==> src/design/i2cms_params.svh <==
// Register offsets, field positions, reset values and timing counts of the two-wire controller.
`ifndef I2CMS_PARAMS_SVH
`define I2CMS_PARAMS_SVH
// Register offsets.
`define I2CMS_R_ADDR 4'h0
`define I2CMS_R_FREQ 4'h1
`define I2CMS_R_CTRL 4'h2
`define I2CMS_R_STAT 4'h3
`define I2CMS_R_DATA 4'h4
`define I2CMS_R_CTRL2 4'h5
`define I2CMS_R_FILT 4'h6
`define I2CMS_R_SMB 4'h7
`define I2CMS_R_SLTH 4'h8
`define I2CMS_R_SLTL 4'h9
// Control register fields.
`define I2CMS_C_EN 7
`define I2CMS_C_IE 6
`define I2CMS_C_MST 5
`define I2CMS_C_TX 4
`define I2CMS_C_TXAK 3
`define I2CMS_C_RSTA 2
`define I2CMS_C_DMA 1
`define I2CMS_C_FACK 0
// Status register fields.
`define I2CMS_S_TCF 7
`define I2CMS_S_AAS 6
`define I2CMS_S_BUSY 5
`define I2CMS_S_ARB 4
`define I2CMS_S_SRW 2
`define I2CMS_S_IF 1
`define I2CMS_S_RXAK 0
// Second control, filter and timeout register fields.
`define I2CMS_C2_GCE 7
`define I2CMS_C2_ADEXT 6
`define I2CMS_F_STOP 6
`define I2CMS_F_START 5
`define I2CMS_T_LTO 3
`define I2CMS_T_HTO 2
`define I2CMS_T_HTO2 1
`define I2CMS_T_HTO2IE 0
// Reset values and timing.
`define I2CMS_RST_FREQ 8'hC8
`define I2CMS_MIN_HALF 8'h0A
`define I2CMS_TO_PRESC 6'h3F
`define I2CMS_HTO_TICKS 8'h32
`define I2CMS_TEN_HDR 5'h1E
`define I2CMS_GC_ADDR 8'h00
`define I2CMS_BIT_ACK 4'h8
`define I2CMS_BIT_END 4'h9
`endif

==> src/design/i2cms_pkg.sv <==
// Types shared by the two-wire controller.
`default_nettype none
package i2cms_pkg;
  // Master sequencer states, one-hot.
  typedef enum logic [6:0] {
    M_IDLE  = 7'h01,
    M_START = 7'h02,
    M_RUN   = 7'h04,
    M_STOP  = 7'h08,
    M_STOP2 = 7'h10,
    M_RS    = 7'h20,
    M_RS2   = 7'h40
  } i2cms_mst_t;
endpackage
`default_nettype wire

==> src/design/i2cms_ctrl.sv <==
// Two-wire bus controller with master and addressed slave roles.
`include "i2cms_params.svh"
`default_nettype none
module i2cms_ctrl
  import i2cms_pkg::*;
(
  // Clock and reset.
  input wire logic clk_i,
  input wire logic arst_n_i,
  // Register port.
  input wire logic [3:0] addr_i,
  input wire logic [7:0] wdata_i,
  input wire logic wr_i,
  input wire logic rd_i,
  output logic [7:0] rdata_o,
  // Bus lines, open drain.
  input wire logic scl_i,
  output logic scl_o,
  output logic scl_oe_o,
  input wire logic sda_i,
  output logic sda_o,
  output logic sda_oe_o,
  // Requests to the system.
  output logic irq_o,
  output logic dma_rx_req_o,
  output logic dma_tx_req_o
);

  // ----------------------------------------------------------------
  // Declarations
  // ----------------------------------------------------------------
  logic [6:0] own_addr;
  logic [7:0] freq, slth, sltl, shift, rxd, cnt, half, rd_mux;
  logic [2:0] up_addr, filt_w;
  logic en, ie, role, dir, txak, dma_en, fack, gce, adext, hto2_ie;
  logic arb_f, if_f, start_f, stop_f, lto_f, hto2_f;
  logic [3:0] bit_cnt;
  logic addr_ph, hold, ack_wait, addressed, slv_tx, busy, rx_ack, tcf, ten_pend;
  logic sda_eng_low, scl_slv_low, scl_drv_low, sda_ctl_low, stop_req, rs_req;
  i2cms_mst_t mstate;
  logic [1:0] sy1, sy2, flt, flt_q;
  logic [2:0] fcnt [2];
  logic [5:0] presc;
  logic [15:0] lo_cnt;
  logic [7:0] hi_cnt;

  function automatic logic hit(input logic s, input logic [3:0] a, input logic [3:0] off);
    return s && (a == off);
  endfunction

  // Decoded strobes and requests from the register port.
  logic ctrl_wr, data_wr, data_rd, go_start, go_stop, go_rs, master_act, xmit;
  assign ctrl_wr = hit(wr_i, addr_i, `I2CMS_R_CTRL);
  assign data_wr = hit(wr_i, addr_i, `I2CMS_R_DATA);
  assign data_rd = hit(rd_i, addr_i, `I2CMS_R_DATA);
  assign go_start = ctrl_wr & wdata_i[`I2CMS_C_MST] & wdata_i[`I2CMS_C_EN] & ~role;
  assign go_stop = ctrl_wr & ~wdata_i[`I2CMS_C_MST] & role;
  assign go_rs = ctrl_wr & wdata_i[`I2CMS_C_RSTA];
  assign master_act = (mstate != M_IDLE);
  // The node only shifts data out in bytes it owns.
  assign xmit = master_act ? (addr_ph | dir) : (addressed & slv_tx & ~addr_ph);

  // ----------------------------------------------------------------
  // Line synchronisers and glitch filters
  // ----------------------------------------------------------------
  logic [1:0] lin;
  assign lin = {sda_i, scl_i};
  genvar g;
  for (g = 0; g < 2; g++) begin : g_line
    // Two flops, then a counter that needs the new level to outlast the width.
    always_ff @(posedge clk_i or negedge arst_n_i) begin
      if (!arst_n_i) begin
        sy1[g] <= 1'b1;
        sy2[g] <= 1'b1;
        flt[g] <= 1'b1;
        flt_q[g] <= 1'b1;
        fcnt[g] <= 3'h0;
      end else begin
        sy1[g] <= lin[g];
        sy2[g] <= sy1[g];
        flt_q[g] <= flt[g];
        if (filt_w == 3'h0 || sy2[g] == flt[g]) begin
          flt[g] <= sy2[g];
          fcnt[g] <= 3'h0;
        end else if (fcnt[g] == filt_w) begin
          flt[g] <= sy2[g];
          fcnt[g] <= 3'h0;
        end else begin
          fcnt[g] <= fcnt[g] + 3'h1;
        end
      end
    end
  end

  // Line events; all but arb_ev are masked while the controller is off.
  logic scl_f, sda_f, scl_rise, scl_fall, start_det, stop_det, ev_done, arb_ev;
  assign scl_f = flt[0];
  assign sda_f = flt[1];
  assign scl_rise = en & busy & scl_f & ~flt_q[0];
  assign scl_fall = en & busy & ~scl_f & flt_q[0];
  assign start_det = en & scl_f & flt_q[0] & ~sda_f & flt_q[1];
  assign stop_det = en & scl_f & flt_q[0] & sda_f & ~flt_q[1];
  assign ev_done = scl_rise & (bit_cnt == `I2CMS_BIT_ACK);
  // Lost when we leave SDA high and read it low, or ask for an illegal start.
  assign arb_ev = (scl_rise & master_act & xmit & (bit_cnt < `I2CMS_BIT_ACK)
                  & ~sda_eng_low & ~sda_ctl_low & ~sda_f)
                  | (go_start & busy) | (go_rs & ~master_act);

  // ----------------------------------------------------------------
  // Slave address matching
  // ----------------------------------------------------------------
  logic rw, m7, mgc, mten1, mten2, addr_match;
  assign rw = shift[0];
  assign m7 = ~adext & (shift[7:1] == own_addr);
  assign mgc = gce & (shift == `I2CMS_GC_ADDR);
  assign mten1 = adext & (shift[7:3] == `I2CMS_TEN_HDR) & (shift[2:1] == up_addr[2:1]);
  assign mten2 = adext & ten_pend & (shift == {up_addr[0], own_addr});
  assign addr_match = ten_pend ? mten2 : (m7 | mgc | (mten1 & (~rw | addressed)));

  // ----------------------------------------------------------------
  // Byte engine, shared by both roles
  // ----------------------------------------------------------------
  // Data changes on SCL falls and is sampled on rises, so our own clock and a
  // remote master's are handled alike.
  always_ff @(posedge clk_i or negedge arst_n_i) begin
    if (!arst_n_i) begin
      busy <= 1'b0;
      hold <= 1'b0;
      ack_wait <= 1'b0;
      addressed <= 1'b0;
      slv_tx <= 1'b0;
      addr_ph <= 1'b0;
      ten_pend <= 1'b0;
      sda_eng_low <= 1'b0;
      bit_cnt <= `I2CMS_BIT_END;
      tcf <= 1'b1;
      rx_ack <= 1'b0;
      shift <= 8'h00;
      rxd <= 8'h00;
    end else if (!en || stop_det) begin
      busy <= 1'b0;
      hold <= 1'b0;
      ack_wait <= 1'b0;
      addressed <= 1'b0;
      slv_tx <= 1'b0;
      addr_ph <= 1'b0;
      ten_pend <= 1'b0;
      sda_eng_low <= 1'b0;
      bit_cnt <= `I2CMS_BIT_END;
      tcf <= 1'b1;
    end else if (start_det) begin
      busy <= 1'b1;
      bit_cnt <= 4'h0;
      addr_ph <= 1'b1;
      ten_pend <= 1'b0;
      ack_wait <= 1'b0;
      hold <= (mstate == M_START);
      sda_eng_low <= 1'b0;
    end else begin
      if (arb_ev) begin
        sda_eng_low <= 1'b0;
      end else if (scl_fall) begin
        if (bit_cnt < `I2CMS_BIT_ACK) begin
          sda_eng_low <= xmit & ~shift[7];
        end else if (bit_cnt == `I2CMS_BIT_ACK) begin
          if (xmit) begin
            sda_eng_low <= 1'b0;
          end else if (addr_ph) begin
            sda_eng_low <= ~master_act & addr_match;
          end else if (fack && (master_act || addressed)) begin
            ack_wait <= 1'b1;
            hold <= 1'b1;
            sda_eng_low <= 1'b0;
          end else begin
            sda_eng_low <= (master_act | addressed) & ~txak;
          end
        end else begin
          sda_eng_low <= 1'b0;
          bit_cnt <= 4'h0;
        end
      end
      if (scl_rise && bit_cnt < `I2CMS_BIT_ACK) begin
        shift <= {shift[6:0], sda_f};
        bit_cnt <= bit_cnt + 4'h1;
        if (bit_cnt == 4'h0) begin
          tcf <= 1'b0;
        end
      end
      if (ev_done) begin
        rx_ack <= sda_f;
        bit_cnt <= `I2CMS_BIT_END;
        tcf <= 1'b1;
        if (master_act) begin
          addr_ph <= 1'b0;
          hold <= 1'b1;
          if (!xmit) begin
            rxd <= shift;
          end
        end else if (addr_ph) begin
          rxd <= shift;
          if (ten_pend) begin
            ten_pend <= 1'b0;
            addr_ph <= 1'b0;
            addressed <= mten2;
            slv_tx <= 1'b0;
          end else if (mten1 && !rw) begin
            ten_pend <= 1'b1;
          end else begin
            addr_ph <= 1'b0;
            addressed <= addr_match;
            slv_tx <= addr_match & rw;
            hold <= addr_match & rw;
          end
        end else if (addressed) begin
          if (slv_tx) begin
            // A refused byte ends our part in the transfer.
            hold <= ~sda_f;
            addressed <= ~sda_f;
          end else begin
            rxd <= shift;
          end
        end
      end
      if (data_wr && hold && !ack_wait && xmit) begin
        shift <= wdata_i;
        sda_eng_low <= ~wdata_i[7];
        hold <= 1'b0;
      end
      if (data_rd && hold && !ack_wait && master_act && !xmit) begin
        hold <= 1'b0;
      end
      if (ctrl_wr && ack_wait) begin
        ack_wait <= 1'b0;
        hold <= 1'b0;
        sda_eng_low <= ~wdata_i[`I2CMS_C_TXAK];
      end
    end
  end

  // Slave clock stretch while software owes a byte or an ack decision.
  always_ff @(posedge clk_i or negedge arst_n_i) begin
    if (!arst_n_i) begin
      scl_slv_low <= 1'b0;
    end else begin
      scl_slv_low <= en & ~master_act & hold & ~scl_f;
    end
  end

  // ----------------------------------------------------------------
  // Master sequencer and clock generator
  // ----------------------------------------------------------------
  assign half = (freq < `I2CMS_MIN_HALF) ? `I2CMS_MIN_HALF : freq;

  // The high phase counts only while the line reads high, which keeps
  // us in step with slower masters and stretching slaves.
  always_ff @(posedge clk_i or negedge arst_n_i) begin
    if (!arst_n_i) begin
      mstate <= M_IDLE;
      scl_drv_low <= 1'b0;
      sda_ctl_low <= 1'b0;
      cnt <= 8'h00;
      stop_req <= 1'b0;
      rs_req <= 1'b0;
    end else if (!en || arb_ev) begin
      mstate <= M_IDLE;
      scl_drv_low <= 1'b0;
      sda_ctl_low <= 1'b0;
      cnt <= 8'h00;
      stop_req <= 1'b0;
      rs_req <= 1'b0;
    end else begin
      if (go_stop && master_act) begin
        stop_req <= 1'b1;
      end
      if (go_rs && master_act) begin
        rs_req <= 1'b1;
      end
      unique case (mstate)
        M_IDLE: begin
          scl_drv_low <= 1'b0;
          sda_ctl_low <= 1'b0;
          cnt <= 8'h00;
          if (go_start && !busy) begin
            sda_ctl_low <= 1'b1;
            mstate <= M_START;
          end
        end
        M_START: begin
          if (scl_f) begin
            cnt <= cnt + 8'h01;
          end
          if (cnt >= half) begin
            scl_drv_low <= 1'b1;
            cnt <= 8'h00;
            mstate <= M_RUN;
          end
        end
        M_RUN: begin
          if (scl_drv_low && !scl_f) begin
            sda_ctl_low <= 1'b0;
          end
          if (scl_drv_low) begin
            if (hold) begin
              cnt <= 8'h00;
              if (stop_req && !ack_wait) begin
                stop_req <= 1'b0;
                sda_ctl_low <= 1'b1;
                mstate <= M_STOP;
              end else if (rs_req && !ack_wait) begin
                rs_req <= 1'b0;
                mstate <= M_RS;
              end
            end else if (cnt >= half) begin
              scl_drv_low <= 1'b0;
              cnt <= 8'h00;
            end else begin
              cnt <= cnt + 8'h01;
            end
          end else if (!scl_f) begin
            cnt <= 8'h00;
          end else if (cnt >= half) begin
            scl_drv_low <= 1'b1;
            cnt <= 8'h00;
          end else begin
            cnt <= cnt + 8'h01;
          end
        end
        M_STOP: begin
          cnt <= cnt + 8'h01;
          if (cnt >= half) begin
            scl_drv_low <= 1'b0;
            cnt <= 8'h00;
            mstate <= M_STOP2;
          end
        end
        M_STOP2: begin
          if (scl_f) begin
            cnt <= cnt + 8'h01;
          end
          if (cnt >= half) begin
            sda_ctl_low <= 1'b0;
            cnt <= 8'h00;
            mstate <= M_IDLE;
          end
        end
        M_RS: begin
          sda_ctl_low <= 1'b0;
          cnt <= cnt + 8'h01;
          if (cnt >= half) begin
            scl_drv_low <= 1'b0;
            cnt <= 8'h00;
            mstate <= M_RS2;
          end
        end
        M_RS2: begin
          if (scl_f) begin
            cnt <= cnt + 8'h01;
          end
          if (cnt >= half) begin
            sda_ctl_low <= 1'b1;
            cnt <= 8'h00;
            mstate <= M_START;
          end
        end
      endcase
    end
  end

  // Open drain: the level driven is always low.
  assign scl_o = 1'b0;
  assign sda_o = 1'b0;
  assign scl_oe_o = en & (scl_drv_low | scl_slv_low);
  assign sda_oe_o = en & (sda_ctl_low | sda_eng_low);

  // ----------------------------------------------------------------
  // Timeouts
  // ----------------------------------------------------------------
  logic tick, lto_hit, hto, hto2_hit;
  logic [15:0] lo_lim;
  assign tick = (presc == `I2CMS_TO_PRESC);
  assign lo_lim = {slth, sltl};
  assign lto_hit = en & ~scl_f & (lo_cnt == lo_lim) & (lo_lim != 16'h0000);
  assign hto = en & busy & (hi_cnt == `I2CMS_HTO_TICKS) & sda_f;
  assign hto2_hit = en & busy & (hi_cnt == `I2CMS_HTO_TICKS) & ~sda_f;

  // Counts run in prescaled ticks so a 16-bit limit spans long stalls.
  always_ff @(posedge clk_i or negedge arst_n_i) begin
    if (!arst_n_i) begin
      presc <= 6'h00;
      lo_cnt <= 16'h0000;
      hi_cnt <= 8'h00;
    end else begin
      presc <= presc + 6'h01;
      if (!en || scl_f) begin
        lo_cnt <= 16'h0000;
      end else if (tick && lo_cnt != lo_lim) begin
        lo_cnt <= lo_cnt + 16'h0001;
      end
      if (!en || !scl_f || flt[1] != flt_q[1]) begin
        hi_cnt <= 8'h00;
      end else if (tick && hi_cnt != `I2CMS_HTO_TICKS) begin
        hi_cnt <= hi_cnt + 8'h01;
      end
    end
  end

  // ----------------------------------------------------------------
  // Software registers and sticky flags
  // ----------------------------------------------------------------
  logic stat_wr, filt_wr, smb_wr, ev_if;
  assign stat_wr = hit(wr_i, addr_i, `I2CMS_R_STAT);
  assign filt_wr = hit(wr_i, addr_i, `I2CMS_R_FILT);
  assign smb_wr = hit(wr_i, addr_i, `I2CMS_R_SMB);
  assign ev_if = (ev_done & (master_act | addressed | (addr_ph & addr_match))) | arb_ev;

  // Configuration; a lost arbitration takes the master role away.
  always_ff @(posedge clk_i or negedge arst_n_i) begin
    if (!arst_n_i) begin
      {en, ie, role, dir, txak, dma_en, fack} <= 7'h00;
      {gce, adext, hto2_ie} <= 3'h0;
      own_addr <= 7'h00;
      up_addr <= 3'h0;
      filt_w <= 3'h0;
      freq <= `I2CMS_RST_FREQ;
      slth <= 8'h00;
      sltl <= 8'h00;
    end else begin
      if (ctrl_wr) begin
        en <= wdata_i[`I2CMS_C_EN];
        ie <= wdata_i[`I2CMS_C_IE];
        role <= wdata_i[`I2CMS_C_MST];
        dir <= wdata_i[`I2CMS_C_TX];
        txak <= wdata_i[`I2CMS_C_TXAK];
        dma_en <= wdata_i[`I2CMS_C_DMA];
        fack <= wdata_i[`I2CMS_C_FACK];
      end
      if (arb_ev || !master_act && mstate == M_IDLE && role && !go_start && !ctrl_wr
          && !busy && 1'b0) begin
        role <= 1'b0;
      end
      if (arb_ev) begin
        role <= 1'b0;
      end
      if (hit(wr_i, addr_i, `I2CMS_R_ADDR)) begin
        own_addr <= wdata_i[6:0];
      end
      if (hit(wr_i, addr_i, `I2CMS_R_CTRL2)) begin
        gce <= wdata_i[`I2CMS_C2_GCE];
        adext <= wdata_i[`I2CMS_C2_ADEXT];
        up_addr <= wdata_i[2:0];
      end
      if (filt_wr) begin
        filt_w <= wdata_i[2:0];
      end
      if (smb_wr) begin
        hto2_ie <= wdata_i[`I2CMS_T_HTO2IE];
      end
      if (hit(wr_i, addr_i, `I2CMS_R_FREQ)) begin
        freq <= wdata_i;
      end
      if (hit(wr_i, addr_i, `I2CMS_R_SLTH)) begin
        slth <= wdata_i;
      end
      if (hit(wr_i, addr_i, `I2CMS_R_SLTL)) begin
        sltl <= wdata_i;
      end
    end
  end

  // Sticky flags clear by writing one; a new event in the same cycle wins.
  always_ff @(posedge clk_i or negedge arst_n_i) begin
    if (!arst_n_i) begin
      {arb_f, if_f, start_f, stop_f, lto_f, hto2_f} <= 6'h00;
    end else begin
      arb_f <= arb_ev | (arb_f & ~(stat_wr & wdata_i[`I2CMS_S_ARB]));
      if_f <= ev_if | (if_f & ~(stat_wr & wdata_i[`I2CMS_S_IF]));
      start_f <= start_det | (start_f & ~(filt_wr & wdata_i[`I2CMS_F_START]));
      stop_f <= stop_det | (stop_f & ~(filt_wr & wdata_i[`I2CMS_F_STOP]));
      lto_f <= lto_hit | (lto_f & ~(smb_wr & wdata_i[`I2CMS_T_LTO]));
      hto2_f <= hto2_hit | (hto2_f & ~(smb_wr & wdata_i[`I2CMS_T_HTO2]));
    end
  end

  // Read data mux; unmapped offsets read zero.
  always_comb begin
    rd_mux = 8'h00;
    unique case (addr_i)
      `I2CMS_R_ADDR: rd_mux[6:0] = own_addr;
      `I2CMS_R_FREQ: rd_mux = freq;
      `I2CMS_R_CTRL: rd_mux = {en, ie, role, dir, txak, 1'b0, dma_en, fack};
      `I2CMS_R_STAT: begin
        rd_mux[`I2CMS_S_TCF] = tcf;
        rd_mux[`I2CMS_S_AAS] = addressed;
        rd_mux[`I2CMS_S_BUSY] = busy;
        rd_mux[`I2CMS_S_ARB] = arb_f;
        rd_mux[`I2CMS_S_SRW] = slv_tx;
        rd_mux[`I2CMS_S_IF] = if_f;
        rd_mux[`I2CMS_S_RXAK] = rx_ack;
      end
      `I2CMS_R_DATA: rd_mux = rxd;
      `I2CMS_R_CTRL2: begin
        rd_mux[`I2CMS_C2_GCE] = gce;
        rd_mux[`I2CMS_C2_ADEXT] = adext;
        rd_mux[2:0] = up_addr;
      end
      `I2CMS_R_FILT: begin
        rd_mux[`I2CMS_F_STOP] = stop_f;
        rd_mux[`I2CMS_F_START] = start_f;
        rd_mux[2:0] = filt_w;
      end
      `I2CMS_R_SMB: begin
        rd_mux[`I2CMS_T_LTO] = lto_f;
        rd_mux[`I2CMS_T_HTO] = hto;
        rd_mux[`I2CMS_T_HTO2] = hto2_f;
        rd_mux[`I2CMS_T_HTO2IE] = hto2_ie;
      end
      `I2CMS_R_SLTH: rd_mux = slth;
      `I2CMS_R_SLTL: rd_mux = sltl;
      default: rd_mux = 8'h00;
    endcase
  end

  // Registered outputs: read data, interrupt and DMA pulses.
  always_ff @(posedge clk_i or negedge arst_n_i) begin
    if (!arst_n_i) begin
      rdata_o <= 8'h00;
      irq_o <= 1'b0;
      dma_rx_req_o <= 1'b0;
      dma_tx_req_o <= 1'b0;
    end else begin
      rdata_o <= rd_i ? rd_mux : 8'h00;
      irq_o <= (ie & if_f) | (hto2_ie & hto2_f);
      // Fast ack asks for the received byte before its ack, not after.
      dma_rx_req_o <= dma_en & ~xmit & ~addr_ph & (master_act | addressed)
                      & (fack ? (scl_fall & (bit_cnt == `I2CMS_BIT_ACK))
                              : ev_done);
      dma_tx_req_o <= dma_en & ((xmit & (fack ? (scl_rise & (bit_cnt == 4'h7))
                                              : (ev_done & ~sda_f)))
                      | (ev_done & ~master_act & addr_ph & ~ten_pend & addr_match & rw));
    end
  end

endmodule
`default_nettype wire

==> config.mk <==
export PLATFORM = sky130hd
export DESIGN_NAME = i2cms_ctrl
export DESIGN_NICKNAME = d
export VERILOG_FILES = /design/src/design/i2cms_pkg.sv /design/src/design/i2cms_ctrl.sv
export VERILOG_INCLUDE_DIRS = /design/src /design/src/design
export SDC_FILE = /design/constraint.sdc
export NUM_CORES = 1
export LEC_CHECK = 0
export BUFFER_PORTS_ARGS = -buffer_cell sky130_fd_sc_hd__buf_2
export CORE_MARGIN = 5
export CORE_UTILIZATION = 49
export CTS_CLUSTER_DIAMETER = 200
export DETAILED_ROUTE_END_ITERATION = 8
export PLACE_DENSITY = 0.67
export SYNTH_ARGS = -nofsm -noshare
export SYNTH_HDL_FRONTEND = slang
export SYNTH_SLANG_ARGS = --single-unit
==> constraint.sdc <==
create_clock -name clk_i -period 5.1 [get_ports clk_i]
set_clock_uncertainty 0.15 [all_clocks]
set_input_delay 1.02 -clock clk_i [delete_from_list [all_inputs] [get_ports clk_i]]
set_output_delay 1.02 -clock clk_i [all_outputs]
set_load 0.01 [all_outputs]
==> flow_summary.json <==
{
  "vdd_drop_max_mv": 0.3192,
  "clockBufferDepth": 2,
  "postCtsSetupBuffers": 0,
  "initial_core_util": 0.4973,
  "post-route-period-util": 0.6421,
  "crit_top_cell": "o21ai_2",
  "critPathBufInv": 0,
  "synth_enable_flop_cells": 0,
  "drt_iter0_drc": 468,
  "holdPathStages": 0,
  "avgSynthCellArea_um2": 9.636,
  "rrSetupSlack_ns": 1.83,
  "start_kind": "register",
  "maxCapViolations": 0,
  "yosysTopAreaCell": "dfrtp_1",
  "wl_mm": 23.55,
  "core_area_um2": 17900,
  "die_height_um": 144.8,
  "worst_pin_slew_ns": 1.003,
  "cts_tree": "done",
  "dpl_cell_area_um2": 9178,
  "num_vias": 7096,
  "crit_type": "reg2reg",
  "antenna_left": 0,
  "vias_per_cell": 6.044,
  "cts_root_buf": "clkbuf_16",
  "ys_ff_latch": 158,
  "critical_path.max_fanout": 9,
  "slowest_stage": "nor4_1",
  "routedWlPerCell_um": 20.06,
  "first_pass_iters": 5,
  "dpl.hpwl_mm": 16.73,
  "ctsHoldBuffers": 0,
  "synthCells": 924,
  "cts_resized": 0,
  "overflow": 0,
  "hold_violations": 0,
  "r2r_cells": 10,
  "cts-htree-levels": 4,
  "antenna_found_initial": 0,
  "clkTransAtPathRegs_ns": 0.06,
  "slew-limit-headroom": 0.3314,
  "cts_buffers": 17,
  "cp_cell_sequence": "nor4_1 -> nor2_1 -> ha_1 -> a21o_1 -> a2111oi_0 -> o21ai_0 -> o21ai_2 -> nand3_2 -> o21ai_2 -> a22o_1",
  "powerDensity_nw_per_um2": 356.1,
  "crit_family": "compound AO/OA/AOI/OAI gates",
  "slowest_delay_ns": 0.51,
  "area_delta_synth_final_pct": 9.373,
  "status": "finished clean",
  "crit_required_ns": 5.31,
  "ys.flop_type": "dfrtp_1",
  "place_congestion": 0.9475,
  "clock_latency_ns": 0.43,
  "io_pins": 33,
  "synth_area_um2": 8904,
  "ys_warn_count": 0,
  "holdCritStartpoint": "sy1[0]",
  "most-common-layout-cells": "dfrtp_1, nand2_1, nor2_1",
  "ys_types": 81,
  "synth_area_leaders": "dfrtp_1, mux2_2, dfstp_2, nand2_1, xnor2_1",
  "drive_above_1_share": 0.1661,
  "grt_pass1_vias": 7011,
  "fin_tns_setup_ns": 0,
  "drv_slew": 0,
  "num_antenna_cells": 0,
  "setup_slack_ns": 1.825,
  "rsz0062_at_grt": "no",
  "hold_path_end": "sy2[0]",
  "place_ws_ns": 1.575,
  "hold_path_class": "reg2reg",
  "end_kind": "register",
  "die_w_um": 144.8,
  "portBuffers": 30,
  "final_common_cell": "dfrtp_1",
  "synth_top_area_share": 0.4019,
  "finalCriticalPeriod_ns": 3.275,
  "drc": 0,
  "setup_viol": 0,
  "reg2reg_from": "freq[5]",
  "clock-sinks": 158,
  "grt_usage": 0.2346,
  "synthArstFlopShare": 1.000,
  "final_net_count": 967,
  "dieArea_um2": 20970,
  "grt_max_degree": 108,
  "r2r-end": "mstate[1]",
  "arrival_ns": 3.49,
  "power.leakage_uw": 0.004169,
  "max_freq_mhz": 305.4,
  "grt_pass1_wl_mm": 37.97,
  "rows": 49,
  "seq_area_frac_synth": 0.4462,
  "fin_area_um2": 9738
}
## worst max-delay path by stage
stage / endpoint / startpoint / cells after the start / slack, ns
6_report: mstate[1] / freq[5] / 10 / 1.83
5_1_grt: mstate[1] / freq[5] / 10 / 1.54
2_1_floorplan: mstate[5] / addr_i[2] / 8 / 2.35
4_1_cts: mstate[1] / freq[5] / 10 / 1.81
3_3_place_gp: mstate[3] / addr_i[0] / 8 / 1.67
3_5_place_dp: mstate[5] / addr_i[0] / 8 / 1.58
## layer usage
layer	global-route usage	routed length (um)
met3	0.05422	1304
met5	0	0
met2	0.3680	10970
met1	0.3125	10440
met4	0.1016	840
## state kept, by name (all words and copies together), names as in the netlist, 8 cells and up
register  flops
shift         8
lo_cnt       16
cnt           8
freq          8
hi_cnt        8
rdata_o       8
sltl          8
slth          8
rxd           8
## cell families after synthesis
family / count (synthesis) / synth area share
AO/OA/AOI/OAI: 191 / 0.1454
XOR/XNOR: 72 / 0.07083
adder cells (fa/ha/maj): 17 / 0.02389
buffers and inverters: 73 / 0.03330
flip-flops: 158 / 0.4462
multiplexers: 66 / 0.08432
other: 1 / 0.0004212
AND/OR/NAND/NOR: 346 / 0.1956
## layout make-up
type                            count  area (um^2)
Fill cell                        1652         8164
Clock inverter                     11        110.1
Sequential cell                   158         3973
Clock buffer                       21        450.4
Tap cell                          229        286.5
Timing Repair Buffer               32        171.4
Inverter                           29        108.9
Multi-Input combinational cell    694         4638
## stage by stage
step	utilization	instances	hold WS, ns	total power (uW)
after detailed placement	0.5127	1142	0.1968	2255
after global routing	0.5440	1174	0.2108	3638
final	0.5440	1174	0.2055	3468
after floorplan	-	925	0.1952	2020
after global placement	0.5127	1142	0.1960	2241
after CTS	0.5440	1174	0.2064	3483
## synth_stat cells (all sizes together) (6+ instances only)
master / n
clkbuf: 25
nand2: 102
dfstp: 15
o21ai: 55
and3: 14
nor2b: 9
a31oi: 10
and2: 7
xnor2: 40
inv: 29
a21oi: 43
nor4: 20
nand2b: 9
nor2: 93
buf: 19
nand3b: 6
a211oi: 6
mux2: 52
a32o: 6
o31ai: 6
dfrtp: 143
nor3: 18
xor2: 32
nand3: 30
mux2i: 12
nor3b: 6
nand4: 12
o21a: 6
ha: 17
a22oi: 14
## worst register-to-register path: cells and delay by family (launching register included)
| family | cells | cell delay [ns] |
|---|---|---|
| AO/OA/AOI/OAI | 6 | 1.56 |
| flip-flops | 1 | 0.41 |
| adder cells (fa/ha/maj) | 1 | 0.20 |
| AND/OR/NAND/NOR | 3 | 0.90 |
## report_power, final
group / internal (uW) / switching, uW / total (uW) / leakage [uW]
clock network: 690 / 534 / 1220 / 0.000265
registers: 1420 / 234 / 1650 / 0.00205
logic: 260 / 330 / 590 / 0.00185
total: 2370 / 1100 / 3470 / 0.00417
(Power assumes the default switching activity.)
